## src/pkg/clkpg_pkg.sv

```systemverilog
// Purpose : Shared constants for the clock pulse generator block
// Assumes : 200 MHz system clock; one PLL stage-1 output cycle is two system cycles
// Notes   : Register offsets are byte addresses on the plain register port

package clkpg_pkg;

	// ==========================================================
	// Register port geometry
	localparam int unsigned ADDR_W = 4;  // Byte address width
	localparam int unsigned DATA_W = 32; // Data width

	// ==========================================================
	// Register offsets
	localparam logic [3:0] OFF_FREQ  = 4'h0; // Frequency control register
	localparam logic [3:0] OFF_PWR   = 4'h4; // Sleep / standby / pin control
	localparam logic [3:0] OFF_MSTOP = 4'h8; // Module clock stop bits
	localparam logic [3:0] OFF_STAT  = 4'hC; // Read-only status

	// ==========================================================
	// Frequency control register fields
	localparam int unsigned FRQ_PDIV_LSB = 0;  // Peripheral divider select, 2 bits
	localparam int unsigned FRQ_IDIV_LSB = 4;  // Internal divider select, 2 bits
	localparam int unsigned FRQ_MUL1_LSB = 8;  // Stage-1 multiplier select, 2 bits
	localparam int unsigned FRQ_STBO_BIT = 12; // Drive bus clock pin in standby
	localparam logic [15:0] FRQ_RESET    = 16'h1000; // Ratios x1, bus out in standby
	localparam logic [15:0] FRQ_WMASK    = 16'h1333; // Implemented bits

	// ==========================================================
	// Power control register fields
	localparam int unsigned PWR_SLEEP_BIT = 0; // Stop internal clock
	localparam int unsigned PWR_STBY_BIT  = 1; // Stop internal and peripheral clocks; bus clock too unless FRQ_STBO_BIT is set
	localparam int unsigned PWR_HIZ_BIT   = 2; // Float bus clock pin
	localparam logic [2:0]  PWR_RESET     = 3'h0;

	// ==========================================================
	// Module stop register
	localparam int unsigned NMOD        = 8;     // Peripheral clock branches
	localparam logic [7:0]  MSTOP_RESET = 8'h00; // All modules clocked

	// ==========================================================
	// Status register fields
	localparam int unsigned ST_MODE_LSB = 0; // Decoded mode, 2 bits
	localparam int unsigned ST_BAD_BIT  = 2; // Reserved pin combination seen
	localparam int unsigned ST_REF_BIT  = 3; // Reference edges seen
	localparam int unsigned ST_MUL2_LSB = 4; // Stage-2 factor, 3 bits
	localparam int unsigned ST_MUL1_LSB = 8; // Effective stage-1 factor, 3 bits

	// ==========================================================
	// Clock operating modes, coded as {high pin, low pin}
	typedef enum logic [1:0] {
		CLKPG_MODE2 = 2'b00,
		CLKPG_MODE6 = 2'b10,
		CLKPG_MODE7 = 2'b11
	} clkpg_mode_t;

	// Stage-2 multiplication factors; zero means off
	localparam logic [2:0] MUL2_MODE2 = 3'h4;
	localparam logic [2:0] MUL2_MODE6 = 3'h2;
	localparam logic [2:0] MUL2_OFF   = 3'h0;

	// Largest stage-1 select allowed in mode 2 (x2)
	localparam logic [1:0] MUL1_MAX_MODE2 = 2'h1;

	// Cycles after reset release before the mode pins are taken
	localparam logic [1:0] MODE_SAMPLE_CYC = 2'h3;

endpackage

```

## src/hw/clkpg_div.sv

```systemverilog
// Purpose : Glitch-free programmable clock divider producing a square wave
// Assumes : Ratio 1..4; one ratio unit equals two system cycles
// Notes   : A new ratio is only taken at the end of a period or on restart

`timescale 1ns/10ps

module clkpg_div (
	input  wire logic       i_clk_sys, // System clock
	input  wire logic       i_nrst,    // Async reset, active low
	input  wire logic [2:0] i_ratio,   // Division ratio 1..4
	input  wire logic       i_restart, // Restart phase at the bus clock rise
	input  wire logic       i_run,     // Clock runs while high
	output logic            o_clk,     // Divided clock level
	output logic            o_rise     // Pulse with each rising edge
);

	// ==========================================================
	// Phase state
	logic [2:0] ratio_q; // Ratio in use for the current period
	logic [2:0] cnt_q;   // Position inside the period
	logic [2:0] cnt_d;   // Next position
	logic       last;    // Final cycle of the period

	// Period is twice the ratio; last count is 2*ratio-1
	assign last  = (cnt_q == 3'({ratio_q, 1'b0} - 4'h1));
	assign cnt_d = (i_restart || last) ? 3'h0 : 3'(cnt_q + 3'h1);

	// Counter and ratio latch; the ratio never changes mid-period
	always_ff @(posedge i_clk_sys or negedge i_nrst) begin
		if (!i_nrst) begin
			cnt_q   <= 3'h0;
			ratio_q <= 3'h1;
		end else begin
			cnt_q <= cnt_d;
			if (i_restart || last) begin
				ratio_q <= i_ratio;
			end
		end
	end

	// Registered outputs so no combinational glitch leaves the block
	always_ff @(posedge i_clk_sys or negedge i_nrst) begin
		if (!i_nrst) begin
			o_clk  <= 1'b0;
			o_rise <= 1'b0;
		end else begin
			o_clk  <= i_run && (cnt_d < ((i_restart || last) ? i_ratio : ratio_q));
			o_rise <= i_run && (cnt_d == 3'h0);
		end
	end

endmodule // clkpg_div

```

## src/hw/clkpg_top.sv

```systemverilog
// Purpose : Clock pulse generator: mode decode, multipliers, dividers, gating
// Assumes : Stage-1 output is modelled as the system clock pair of cycles
// Notes   : Derived clocks are square waves plus one-cycle rise pulses

`timescale 1ns/10ps

module clkpg_top (
	input  wire logic                  i_clk_sys,                        // System clock
	input  wire logic                  i_nrst,                           // Async reset
	// Mode and reference pins
	input  wire logic                  i_clock_mode_pin_low,             // Low mode pin
	input  wire logic                  i_clock_mode_pin_high,            // High mode pin
	input  wire logic                  i_crystal_or_external_clock_input, // Reference
	output logic                       o_crystal_drive_pin,              // Oscillator drive
	// Two-way bus clock pin
	input  wire logic                  i_bus_clock_pin,                  // Pin level in
	output logic                       o_bus_clock_pin,                  // Pin level out
	output logic                       o_bus_clock_pin_oe,               // Pin driven
	// Second clock output pin
	input  wire logic                  i_second_clock_select,            // 1: clock, 0: low
	output logic                       o_second_clock_output_pin,        // Pin level
	output logic                       o_second_clock_output_pin_oe,     // Pin driven
	// Derived clocks
	output logic                       o_clk_int,                        // Internal clock
	output logic                       o_clk_int_rise,                   // Its rise pulse
	output logic                       o_clk_per,                        // Peripheral clock
	output logic                       o_clk_per_rise,                   // Its rise pulse
	output logic                       o_clk_bus,                        // Bus clock
	output logic                       o_clk_bus_rise,                   // Its rise pulse
	output logic [clkpg_pkg::NMOD-1:0] o_clk_mod,                        // Per-module clocks
	// Register port
	input  wire logic [3:0]            i_addr,                           // Byte address
	input  wire logic [31:0]           i_wdata,                          // Write data
	input  wire logic                  i_wr,                             // Write strobe
	input  wire logic                  i_rd,                             // Read strobe
	output logic [31:0]                o_rdata                           // Read data
);

	// ==========================================================
	// Helper functions
	// Field select 0..3 to ratio 1..4, used by every divider
	function automatic logic [2:0] sel_to_ratio(input logic [1:0] sel);
		sel_to_ratio = {1'b0, sel} + 3'h1;
	endfunction

	// Stage-1 select permitted by the mode; mode two caps at x2
	function automatic logic [1:0] mul1_limit(input clkpg_pkg::clkpg_mode_t m,
	                                          input logic [1:0] sel);
		if (m == clkpg_pkg::CLKPG_MODE2 && sel > clkpg_pkg::MUL1_MAX_MODE2) begin
			mul1_limit = clkpg_pkg::MUL1_MAX_MODE2;
		end else begin
			mul1_limit = sel;
		end
	endfunction

	// ==========================================================
	// Pin synchronisers
	// Two flops each; only the second flop is looked at by logic
	logic [3:0] sync1_q; // First stage
	logic [3:0] sync2_q; // Second stage
	logic       md_low;  // Synced low mode pin
	logic       md_high; // Synced high mode pin
	logic       ref_in;  // Synced reference
	logic       pin_in;  // Synced bus clock pin

	// Sample the mode, reference and bus clock pin levels into the system domain
	always_ff @(posedge i_clk_sys or negedge i_nrst) begin
		if (!i_nrst) begin
			sync1_q <= 4'h0;
			sync2_q <= 4'h0;
		end else begin
			sync1_q <= {i_bus_clock_pin, i_crystal_or_external_clock_input,
			            i_clock_mode_pin_high, i_clock_mode_pin_low};
			sync2_q <= sync1_q;
		end
	end

	assign md_low  = sync2_q[0];
	assign md_high = sync2_q[1];
	assign ref_in  = sync2_q[2];
	assign pin_in  = sync2_q[3];

	// ==========================================================
	// Mode capture after reset release
	clkpg_pkg::clkpg_mode_t mode_q;  // Captured operating mode
	logic [1:0]             wait_q;  // Cycles since release
	logic                   taken_q; // Mode has been taken
	logic                   bad_q;   // Reserved pin combination

	// Pins are static straps: taken once the synchroniser has filled
	always_ff @(posedge i_clk_sys or negedge i_nrst) begin
		if (!i_nrst) begin
			wait_q  <= 2'h0;
			taken_q <= 1'b0;
			mode_q  <= clkpg_pkg::CLKPG_MODE2;
			bad_q   <= 1'b0;
		end else if (!taken_q) begin
			if (wait_q == clkpg_pkg::MODE_SAMPLE_CYC) begin
				taken_q <= 1'b1;
				case ({md_high, md_low})
					2'b00: begin
						mode_q <= clkpg_pkg::CLKPG_MODE2;
					end
					2'b10: begin
						mode_q <= clkpg_pkg::CLKPG_MODE6;
					end
					2'b11: begin
						mode_q <= clkpg_pkg::CLKPG_MODE7;
					end
					default: begin
						// Reserved combination: fall back to mode two, flag it
						mode_q <= clkpg_pkg::CLKPG_MODE2;
						bad_q  <= 1'b1;
					end
				endcase
			end else begin
				wait_q <= 2'(wait_q + 2'h1);
			end
		end
	end

	// Mode seven takes its clock from the pin instead of the reference
	logic ext_mode; // Pin is an input
	assign ext_mode = (mode_q == clkpg_pkg::CLKPG_MODE7);

	// ==========================================================
	// Stage-2 multiplier setting
	logic [2:0] mul2; // Stage-2 factor, zero when off

	// Fixed by mode alone; no register bit reaches it
	always_comb begin
		case (mode_q)
			clkpg_pkg::CLKPG_MODE2: begin
				mul2 = clkpg_pkg::MUL2_MODE2;
			end
			clkpg_pkg::CLKPG_MODE6: begin
				mul2 = clkpg_pkg::MUL2_MODE6;
			end
			default: begin
				mul2 = clkpg_pkg::MUL2_OFF;
			end
		endcase
	end

	// Reference activity: a crude lock indication for software
	logic ref_d1_q; // Delayed reference
	logic ref_ok_q; // Edge seen since reset

	// Watch for reference edges; sticky until reset
	always_ff @(posedge i_clk_sys or negedge i_nrst) begin
		if (!i_nrst) begin
			ref_d1_q <= 1'b0;
			ref_ok_q <= 1'b0;
		end else begin
			ref_d1_q <= ref_in;
			if (ref_in && !ref_d1_q) begin
				ref_ok_q <= 1'b1;
			end
		end
	end

	// Oscillator drive is the inverted reference; quiet in mode seven
	always_ff @(posedge i_clk_sys or negedge i_nrst) begin
		if (!i_nrst) begin
			o_crystal_drive_pin <= 1'b0;
		end else begin
			o_crystal_drive_pin <= !ext_mode && !ref_in;
		end
	end

	// ==========================================================
	// Registers
	logic [15:0]               freq_q;  // Frequency control register
	logic [2:0]                pwr_q;   // Sleep, standby, float
	logic [clkpg_pkg::NMOD-1:0] mstop_q; // Module stop bits

	// Frequency control; stage-1 select clipped to what the mode allows
	always_ff @(posedge i_clk_sys or negedge i_nrst) begin
		if (!i_nrst) begin
			freq_q <= clkpg_pkg::FRQ_RESET;
		end else if (i_wr && i_addr == clkpg_pkg::OFF_FREQ) begin
			freq_q <= i_wdata[15:0] & clkpg_pkg::FRQ_WMASK;
			freq_q[clkpg_pkg::FRQ_MUL1_LSB +: 2] <= mul1_limit(mode_q,
				i_wdata[clkpg_pkg::FRQ_MUL1_LSB +: 2]);
		end
	end

	// Power control
	always_ff @(posedge i_clk_sys or negedge i_nrst) begin
		if (!i_nrst) begin
			pwr_q <= clkpg_pkg::PWR_RESET;
		end else if (i_wr && i_addr == clkpg_pkg::OFF_PWR) begin
			pwr_q <= i_wdata[2:0];
		end
	end

	// Module stop
	always_ff @(posedge i_clk_sys or negedge i_nrst) begin
		if (!i_nrst) begin
			mstop_q <= clkpg_pkg::MSTOP_RESET;
		end else if (i_wr && i_addr == clkpg_pkg::OFF_MSTOP) begin
			mstop_q <= i_wdata[clkpg_pkg::NMOD-1:0];
		end
	end

	// Decoded controls
	logic       sleep;    // Internal clock stopped
	logic       standby;  // Internal and peripheral clocks stopped
	logic       pin_hiz;  // Bus pin floated by software
	logic       stby_out; // Keep bus clock on the pin in standby
	logic [2:0] r_mul1;   // Stage-1 ratio
	logic [2:0] r_int;    // Internal divider ratio
	logic [2:0] r_per;    // Peripheral divider ratio

	assign sleep    = pwr_q[clkpg_pkg::PWR_SLEEP_BIT];
	assign standby  = pwr_q[clkpg_pkg::PWR_STBY_BIT];
	assign pin_hiz  = pwr_q[clkpg_pkg::PWR_HIZ_BIT];
	assign stby_out = freq_q[clkpg_pkg::FRQ_STBO_BIT];
	assign r_mul1   = sel_to_ratio(freq_q[clkpg_pkg::FRQ_MUL1_LSB +: 2]);
	// Software must keep these at or below the stage-1 ratio
	assign r_int    = sel_to_ratio(freq_q[clkpg_pkg::FRQ_IDIV_LSB +: 2]);
	assign r_per    = sel_to_ratio(freq_q[clkpg_pkg::FRQ_PDIV_LSB +: 2]);

	// ==========================================================
	// Bus clock source
	// Internal modes: stage-1 output divided by its ratio gives the bus clock.
	// Mode seven: the synced pin is the bus clock.
	logic gen_bus;      // Generated bus clock
	logic gen_bus_rise; // Its rise pulse
	logic pin_d1_q;     // Delayed synced pin
	logic pin_rise;     // Pin rising edge
	logic bus_rise;     // Bus rising edge from either source
	logic bus_run;      // Bus clock may run

	// Bus clock keeps running in standby only while stby_out is set, which it is from reset
	assign bus_run = taken_q && !ext_mode && (!standby || stby_out);

	clkpg_div u_div_bus (
		.i_clk_sys (i_clk_sys),
		.i_nrst    (i_nrst),
		.i_ratio   (r_mul1),
		.i_restart (1'b0),
		.i_run     (bus_run),
		.o_clk     (gen_bus),
		.o_rise    (gen_bus_rise)
	);

	// Edge detect on the second synchroniser stage only
	always_ff @(posedge i_clk_sys or negedge i_nrst) begin
		if (!i_nrst) begin
			pin_d1_q <= 1'b0;
		end else begin
			pin_d1_q <= pin_in;
		end
	end

	assign pin_rise = pin_in && !pin_d1_q;
	assign bus_rise = ext_mode ? pin_rise : gen_bus_rise;

	// ==========================================================
	// Internal and peripheral dividers
	// Both restart at each bus rise so their rising edges stay in phase.
	// Ratios not dividing the stage-1 ratio will see a shortened period.
	logic int_raw; // Internal clock before gating
	logic int_rp;  // Its rise pulse
	logic per_raw; // Peripheral clock before gating
	logic per_rp;  // Its rise pulse
	logic int_run; // Internal may run
	logic per_run; // Peripheral may run

	assign int_run = taken_q && !sleep && !standby;
	assign per_run = taken_q && !standby;

	clkpg_div u_div_int (
		.i_clk_sys (i_clk_sys),
		.i_nrst    (i_nrst),
		.i_ratio   (r_int),
		.i_restart (bus_rise),
		.i_run     (int_run),
		.o_clk     (int_raw),
		.o_rise    (int_rp)
	);

	clkpg_div u_div_per (
		.i_clk_sys (i_clk_sys),
		.i_nrst    (i_nrst),
		.i_ratio   (r_per),
		.i_restart (bus_rise),
		.i_run     (per_run),
		.o_clk     (per_raw),
		.o_rise    (per_rp)
	);

	// ==========================================================
	// Clock outputs
	assign o_clk_int      = int_raw;
	assign o_clk_int_rise = int_rp;
	assign o_clk_per      = per_raw;
	assign o_clk_per_rise = per_rp;

	// Bus clock: the synced pin in mode seven, the generated clock otherwise
	always_ff @(posedge i_clk_sys or negedge i_nrst) begin
		if (!i_nrst) begin
			o_clk_bus      <= 1'b0;
			o_clk_bus_rise <= 1'b0;
		end else begin
			o_clk_bus      <= ext_mode ? pin_in : gen_bus;
			o_clk_bus_rise <= bus_rise;
		end
	end

	// Per-module gates; a stopped module sees its clock held low
	genvar gi;
	generate
		for (gi = 0; gi < clkpg_pkg::NMOD; gi++) begin : g_mod
			always_ff @(posedge i_clk_sys or negedge i_nrst) begin
				if (!i_nrst) begin
					o_clk_mod[gi] <= 1'b0;
				end else if (!per_raw) begin
					// Low while per_raw is low; mstop_q is applied in every high cycle, so a stop can cut a pulse short
					o_clk_mod[gi] <= 1'b0;
				end else begin
					o_clk_mod[gi] <= !mstop_q[gi];
				end
			end
		end
	endgenerate

	// ==========================================================
	// Pins
	// Bus pin: drives the bus clock in modes two and six unless floated
	always_ff @(posedge i_clk_sys or negedge i_nrst) begin
		if (!i_nrst) begin
			o_bus_clock_pin    <= 1'b0;
			o_bus_clock_pin_oe <= 1'b0;
		end else begin
			o_bus_clock_pin    <= gen_bus;
			o_bus_clock_pin_oe <= taken_q && !ext_mode && !pin_hiz;
		end
	end

	// Second output: low or bus clock by selection; floats in mode seven
	always_ff @(posedge i_clk_sys or negedge i_nrst) begin
		if (!i_nrst) begin
			o_second_clock_output_pin    <= 1'b0;
			o_second_clock_output_pin_oe <= 1'b0;
		end else begin
			o_second_clock_output_pin    <= i_second_clock_select && gen_bus;
			o_second_clock_output_pin_oe <= taken_q && !ext_mode;
		end
	end

	// ==========================================================
	// Read path: data stand in the cycle after the strobe only
	logic [31:0] rd_d; // Selected read word

	always_comb begin
		rd_d = 32'h0000_0000;
		case (i_addr)
			clkpg_pkg::OFF_FREQ: begin
				rd_d[15:0] = freq_q;
			end
			clkpg_pkg::OFF_PWR: begin
				rd_d[2:0] = pwr_q;
			end
			clkpg_pkg::OFF_MSTOP: begin
				rd_d[clkpg_pkg::NMOD-1:0] = mstop_q;
			end
			clkpg_pkg::OFF_STAT: begin
				rd_d[clkpg_pkg::ST_MODE_LSB +: 2] = mode_q;
				rd_d[clkpg_pkg::ST_BAD_BIT]       = bad_q;
				rd_d[clkpg_pkg::ST_REF_BIT]       = ref_ok_q;
				rd_d[clkpg_pkg::ST_MUL2_LSB +: 3] = mul2;
				rd_d[clkpg_pkg::ST_MUL1_LSB +: 3] = r_mul1;
			end
			default: begin
				// Unmapped offsets read as zero
				rd_d = 32'h0000_0000;
			end
		endcase
	end

	// Registered answer; zero when no read was made
	always_ff @(posedge i_clk_sys or negedge i_nrst) begin
		if (!i_nrst) begin
			o_rdata <= 32'h0000_0000;
		end else begin
			o_rdata <= i_rd ? rd_d : 32'h0000_0000;
		end
	end

endmodule // clkpg_top

```

## config.mk

```make
export PLATFORM = sky130hd
export DESIGN_NAME = clkpg_top
export DESIGN_NICKNAME = d
export VERILOG_FILES = /design/src/pkg/clkpg_pkg.sv /design/src/hw/clkpg_div.sv /design/src/hw/clkpg_top.sv
export SDC_FILE = /design/constraint.sdc
export NUM_CORES = 1
export LEC_CHECK = 0
export BUFFER_PORTS_ARGS = -buffer_cell sky130_fd_sc_hd__buf_2
export CAP_MARGIN = 10
export CORE_ASPECT_RATIO = 1.25
export CORE_MARGIN = 2
export CORE_UTILIZATION = 30
export CTS_CLUSTER_DIAMETER = 120
export DETAILED_ROUTE_END_ITERATION = 6
export GPL_TIMING_DRIVEN = 0
export SLEW_MARGIN = 20
export SYNTH_ARGS = -nofsm -noshare
export SYNTH_HDL_FRONTEND = slang
export SYNTH_SLANG_ARGS = --single-unit
```

## constraint.sdc

```tcl
create_clock -name i_clk_sys -period 2.92 [get_ports i_clk_sys]
set_input_delay 0.292 -clock i_clk_sys [delete_from_list [all_inputs] [get_ports i_clk_sys]]
set_output_delay 0.292 -clock i_clk_sys [all_outputs]
set_load 0.05 [all_outputs]
```

==> results of run 1 <==
[path summary, 6_finish.rpt]
kind,start,to,slack [ns],depth (start not counted)
worst min-delay path,i_crystal_or_external_clock_input,sync1_q[2],0.05,1
worst max-delay path,mode_q[1],u_div_int.o_clk,0.29,7
worst min register to register,sync1_q[0],sync2_q[0],0.35,0
min in group asynchronous,i_nrst,sync1_q[2],0.44,2
max in group asynchronous,i_nrst,u_div_int.ratio_q[0],1.82,3
worst max register to register,mode_q[1],u_div_int.o_clk,0.29,7
[timing repair]
item | CTS | global route
resized for setup | 0 | 0
endpoints found under the hold margin | 31 | 0
hold buffers | 1 | 0
[cell usage after synthesis]
| library cell | number | share of area (%) |
|---|---|---|
| buf_4 | 20 | 4.1 |
| clkbuf_1 | 2 | 0.21 |
| a2111o_1 | 1 | 0.31 |
| a21oi_1 | 6 | 0.83 |
| xnor2_1 | 2 | 0.48 |
| conb_1 | 1 | 0.10 |
| mux2_2 | 23 | 7.1 |
| dfstp_2 | 4 | 2.9 |
| and3_1 | 4 | 0.69 |
| o21a_1 | 1 | 0.21 |
| mux2_4 | 2 | 0.83 |
| a21oi_2 | 1 | 0.24 |
| a211o_1 | 2 | 0.48 |
| a211oi_1 | 2 | 0.41 |
| and4_1 | 1 | 0.24 |
| nand3b_1 | 2 | 0.41 |
| nand2b_1 | 3 | 0.52 |
| xor2_1 | 5 | 1.2 |
| o21ai_0 | 5 | 0.69 |
| and2_1 | 7 | 1.2 |
| inv_1 | 18 | 1.9 |
| a22oi_1 | 2 | 0.41 |
| dfrtp_1 | 82 | 56 |
| nor3b_1 | 1 | 0.21 |
| nor4_1 | 2 | 0.34 |
| a21o_1 | 3 | 0.62 |
| nor2_1 | 15 | 1.5 |
| nor3_4 | 1 | 0.45 |
| a2111oi_2 | 1 | 0.41 |
| a31oi_1 | 2 | 0.34 |
| a31o_2 | 1 | 0.24 |
| o21ai_1 | 1 | 0.14 |
| o22ai_1 | 2 | 0.34 |
| nand2_2 | 1 | 0.17 |
| nand3_1 | 3 | 0.41 |
| o21ba_2 | 1 | 0.28 |
| nor3_1 | 2 | 0.28 |
| mux4_2 | 2 | 1.2 |
| nand2_1 | 12 | 1.2 |
| nor2b_1 | 12 | 2.1 |
| ha_1 | 13 | 4.5 |
| mux2i_1 | 12 | 3.3 |
[routing by layer]
metal	up-vias	track usage [%]	routed length, µm
li1	1100	-	-
met1	1143	14.7	2970
met2	46	19.0	3700
met3	13	3.72	341
met4	0	5.49	165
met5	-	0	0
[layout make-up]
| type | instances | area [µm²] | share of cell area [%] |
|---|---|---|---|
| multi-input combinational | 176 | 1330 | 29.4 |
| clock buffer | 9 | 225 | 5.01 |
| tap | 161 | 201 | 4.48 |
| inverter | 18 | 67.6 | 1.50 |
| clock inverter | 7 | 55.1 | 1.22 |
| timing repair buffer | 56 | 310 | 6.90 |
| buffer | 22 | 158 | 3.50 |
| sequential | 86 | 2160 | 47.9 |
[kinds of logic (layout without fill, tap and decap cells)]
logic type                 after synthesis  in the layout
DFF                                     86             86
buffers and inverters                   40            112
xor gates and xnor gates                 7              7
AOI/OAI and AO/OA                       31             31
other                                    1             20
and+or+nand+nor                         66             66
adders and majority gates               13             13
muxes                                   39             39
[state kept, by name, summed over array words and instances (netlist names), 2 cells and up]
| name | cells |
|---|---|
| o_rdata | 12 |
| u_div_per.ratio_q | 3 |
| mode_q | 2 |
| wait_q | 2 |
| freq_q | 7 |
| sync1_q | 4 |
| u_div_int.cnt_q | 3 |
| sync2_q | 4 |
| u_div_per.cnt_q | 3 |
| u_div_bus.cnt_q | 3 |
| u_div_bus.ratio_q | 3 |
| pwr_q | 3 |
| u_div_int.ratio_q | 3 |
| o_clk_mod | 8 |
| mstop_q | 8 |
[power by group through the flow]
stage          Clock (mW)  Combinational (mW)  Sequential, mW
6_report             1.07                1.32            1.64
5_1_grt              1.16                1.44            1.68
4_1_cts              1.11                1.33            1.65
3_5_place_dp            0                1.32            1.67
3_3_place_gp            0                1.28            1.66
2_1_floorplan           0               0.718            1.94
[critical path: cells and delay by family (launching register included)]
kind | cells | cell delay [ns]
and+or+nand+nor | 2 | 0.51
AOI/OAI and AO/OA | 2 | 0.55
muxes | 2 | 0.68
adders and majority gates | 1 | 0.28
DFF | 1 | 0.52
==> metrics, run 1 <==
sequential-to-total area share from yosys stat roughly three fifths; number of fill cells around 1,200; Vias 2,302; Final Cell Area 0.00450 mm²; layout cells sized above 1 34.2%; Relative slew margins 64.6%; Final setup viols 0; routability cong. between 0.7 and 0.8; Setup Skew around 0.0056 ns; Synth Register Bits 86; antenna cells 0; commonest non-fill, non-tap cell in the layout dfrtp_1; largest net degree at the start of global routing 55; nets 427; setup tns final 0 ns; Tcrit/Tclk final 90.0%; clock latency on the worst-skew pair 0.34 ns; crit-path max FO 8; final wirelength 7180 µm; Die X 102 µm; initial antenna violation count 0; Starting Density 31.0%; Leak Pwr 2.31 nW; Hold WS 0.0506 ns; CTS tree yes; Mapped Area 0.00364 mm²; main combinational cell family by area after synthesis multiplexers; Fmax 380 MHz; switching power share of the total 36.6%; DR WL/cell ~13 µm; critical path endpoint category register; placed cell area 0.00421 mm²; clk sink count 86; first-pass GRT wire length ~12,000 µm; H-tree Lvls 3; remaining antenna violation count 0; outcome completed; worst-margin pin slew 0.530 ns; P_sw 1.48 mW; clk root buf clkbuf_16; Total GRT Usage 11.9%; Max IR drop VDD roughly 0.28 mV; Synth Instances 283; CP max stage cell dfrtp_1; total power just over 4 mW; die area 0.0130 mm²; boundary pin count 96; Pwr Density 895 mW/mm²; Post-Synth Simple-Gate Area 9.77%; P&R area growth vs syn 23.7%; setup bufs post-CTS 0; crit path cell chain nand2_2 > mux2_4 > nor3_4 > mux2i_1 > ha_1 > a2111o_1 > a31oi_1; Reg power frac 40.7%; max cap viols 0; CP Launch Type register; pre-CTS setup slack 0.297 ns; critical path arrival 2.89 ns; Port Buffers 54; core area 0.0117 mm²; Comb pwr share 32.6%; most frequent cells in the layout dfrtp_1 (82), buf_2 (53), mux2_2 (23); Hold Vio Cnt, Final 0; Worst Setup Path Type register to register; placed insts 518; drt first-iter violations 61; vias per std cell 4.30; final worst path period need 2.63 ns; final global-route overflow total 0; DRC errors left 0; slowest stage delay, CP 0.52 ns; Synth Warn # 0; Synth cell types 42; Core Util, Final a little under two fifths; Hold Path Class primary input to register; clock power share 26.6%; Slew Limit Fails 0; clk buf depth 2; DRT Pass-1 Iters 4; post-DP HPWL between 5000 and 6000 µm; Reg clk slew, reported paths 0.07 ns; vias in the first global route 2,280; syn avg cell area 12.8 µm²; die height 127 µm; adder-cell share of the synthesized area under 10%; Rows 44; RSZ-0062 raised after global routing false; setup ws final slightly below 0.3 ns; Int Power around 2.6 mW; xor/xnor share of the synthesized area 1.69%; complex-gate fraction of the synthesized area 5.95%; WP data required 3.18 ns; number of buffers created by CTS 9; Finished Layout Cells 535; mux share of post-synthesis cell area 12.5%
(Power assumes the default switching activity.)
==> run 2: changes to the inputs <==
--- a/config.mk
+++ b/config.mk
@@ -10,6 +10,7 @@
 export CORE_ASPECT_RATIO = 1.25
 export CORE_MARGIN = 2
 export CORE_UTILIZATION = 30
+export CTS_BUF_LIST = sky130_fd_sc_hd__clkbuf_4 sky130_fd_sc_hd__clkbuf_8
 export CTS_CLUSTER_DIAMETER = 120
 export DETAILED_ROUTE_END_ITERATION = 6
 export GPL_TIMING_DRIVEN = 0
==> run 2 against run 1 <==
  * Global-route usage is essentially flat
  * Design area shrank 2.0%
  * Via count shrank 0.43%
  * Largest power group unchanged
==> metrics, run 2 (same netlist as run 1, synthesis figures left out) <==
remaining antenna violation count 0; DRC errors left 0; Int Power approximately 2.3 mW; clock latency on the worst-skew pair 0.37 ns; Port Buffers 54; antenna cells 0; layout cells sized above 1 about a third; P&R area growth vs syn 21.2%; Slew Limit Fails 0; switching power share of the total between 30% and 40%; nets 428; hold wc startpoint i_clock_mode_pin_high; DRT Pass-1 Iters 4; final wirelength about 7200 µm; DR WL/cell 13.4 µm; CP Launch Type register; Reg clk slew, reported paths 0.09 ns; largest net degree at the start of global routing 55; Pwr Density ~850 mW/mm²; commonest non-fill, non-tap cell in the layout dfrtp_1; Relative slew margins 62.8%; RSZ-0062 raised after global routing false; clock power share between 20% and 30%; Die X 102 µm; Tcrit/Tclk final between 80 and 90%; Vias 2,292; Comb pwr share 35.2%; Hold WS between 0.015 and 0.02 ns; vias in the first global route 2,257; number of fill cells 1,168; worst hold stages 1; boundary pin count 96; Hold Path Class primary input to register; Rows 44; die area 0.0130 mm²; outcome completed; final global-route overflow total 0; final worst path period need 2.62 ns; vias per std cell 4.28; Top reg by flops o_rdata; Leak Pwr around 2.3 nW; Final setup viols 0; Setup Skew 0.0122 ns; Total GRT Usage 11.9%; core area 0.0117 mm²; initial antenna violation count 0; most frequent cells in the layout dfrtp_1 (82), buf_2 (53), mux2_2 (23); R2R setup slack 0.30 ns; max cap viols 0; first-pass GRT wire length roughly 12,000 µm; clk root buf clkbuf_8; number of buffers created by CTS 9; Hold Vio Cnt, Final 0; Reg2Reg Capture Point u_div_int.o_clk; Hold Path Sink sync1_q[1]; Worst Setup Path Type register to register; pre-CTS setup slack 0.297 ns; die height 127 µm; Fmax 382 MHz; drt first-iter violations 84; Critical R2R Launch mode_q[1]; H-tree Lvls 3; Max IR drop VDD 0.255 mV; setup tns final 0 ns; critical path endpoint category register; worst-margin pin slew 0.559 ns; CTS resizes 0; Reg power frac 44.0%; top flop regs o_rdata x12, mstop_q x8, o_clk_mod x8; crit-path max FO 8; clk sink count 86; critical path arrival 2.91 ns; P_sw 1.44 mW; clk buf depth 2; Starting Density between 30% and 40%; post-DP HPWL ~5300 µm; routability cong. 0.780; CTS tree yes; R2R depth 7; WP data required about 3.2 ns; setup ws final 0.304 ns; max reg flops 12
[run 2: per-stage QoR]
stage | instances | util, % | cell area (µm²) | power [mW]
floorplan | 302 | - | 3710 | 2.66
global placement | 517 | 35.6 | 4180 | 2.95
detailed placement | 518 | 35.9 | 4210 | 2.99
CTS | 536 | 37.6 | 4410 | 3.78
global route | 536 | 37.6 | 4410 | 3.98
finish | 536 | 37.6 | 4410 | 3.73
[run 2: routing by layer]
metal	vias up	track usage, %	share of wire, %
met5	-	0	0
met4	0	5.49	2.3
met3	14	4.05	5.0
met2	43	18.8	51
met1	1138	14.7	42
li1	1097	-	-
[run 2: worst max-delay path, stage by stage (launching register included)]
cell and delay [ns]:
dfrtp_1 0.51, nand2_2 0.15, mux2_4 0.39, nor3_4 0.36
mux2i_1 0.29, ha_1 0.28, a2111o_1 0.41, a31oi_1 0.14
[run 2: cell type report]
class | count | area, µm² | share of cell area, %
buffer | 22 | 158 | 3.58
timing repair buffer | 57 | 320 | 7.27
inverter | 18 | 67.6 | 1.53
multi-input combinational | 176 | 1330 | 30.1
tap | 161 | 201 | 4.57
sequential | 86 | 2160 | 48.9
clock inverter | 7 | 55.1 | 1.25
clock buffer | 9 | 124 | 2.81
[run 2: worst max-delay path by stage]
stage | start | end | slack, ns
5_1_grt | mode_q[1] | u_div_int.o_clk | 0.12
4_1_cts | mode_q[0] | u_div_int.o_clk | 0.27
3_3_place_gp | mode_q[0] | u_div_int.o_clk | 0.34
6_report | mode_q[1] | u_div_int.o_clk | 0.30
3_5_place_dp | mode_q[0] | u_div_int.o_clk | 0.30
2_1_floorplan | mode_q[0] | u_div_int.o_clk | 0.62
[run 2: timing repair]
action                    in CTS  in global routing
hold buffers                   2                  0
setup buffers                  0                  0
hold endpoints to repair      32                  0
[run 2: power groups by stage]
stage	Combinational, mW	Clock, mW	Sequential (mW)
2_1_floorplan	0.718	0	1.94
3_3_place_gp	1.28	0	1.66
3_5_place_dp	1.32	0	1.67
4_1_cts	1.33	0.803	1.64
5_1_grt	1.44	0.859	1.68
6_report	1.31	0.775	1.64
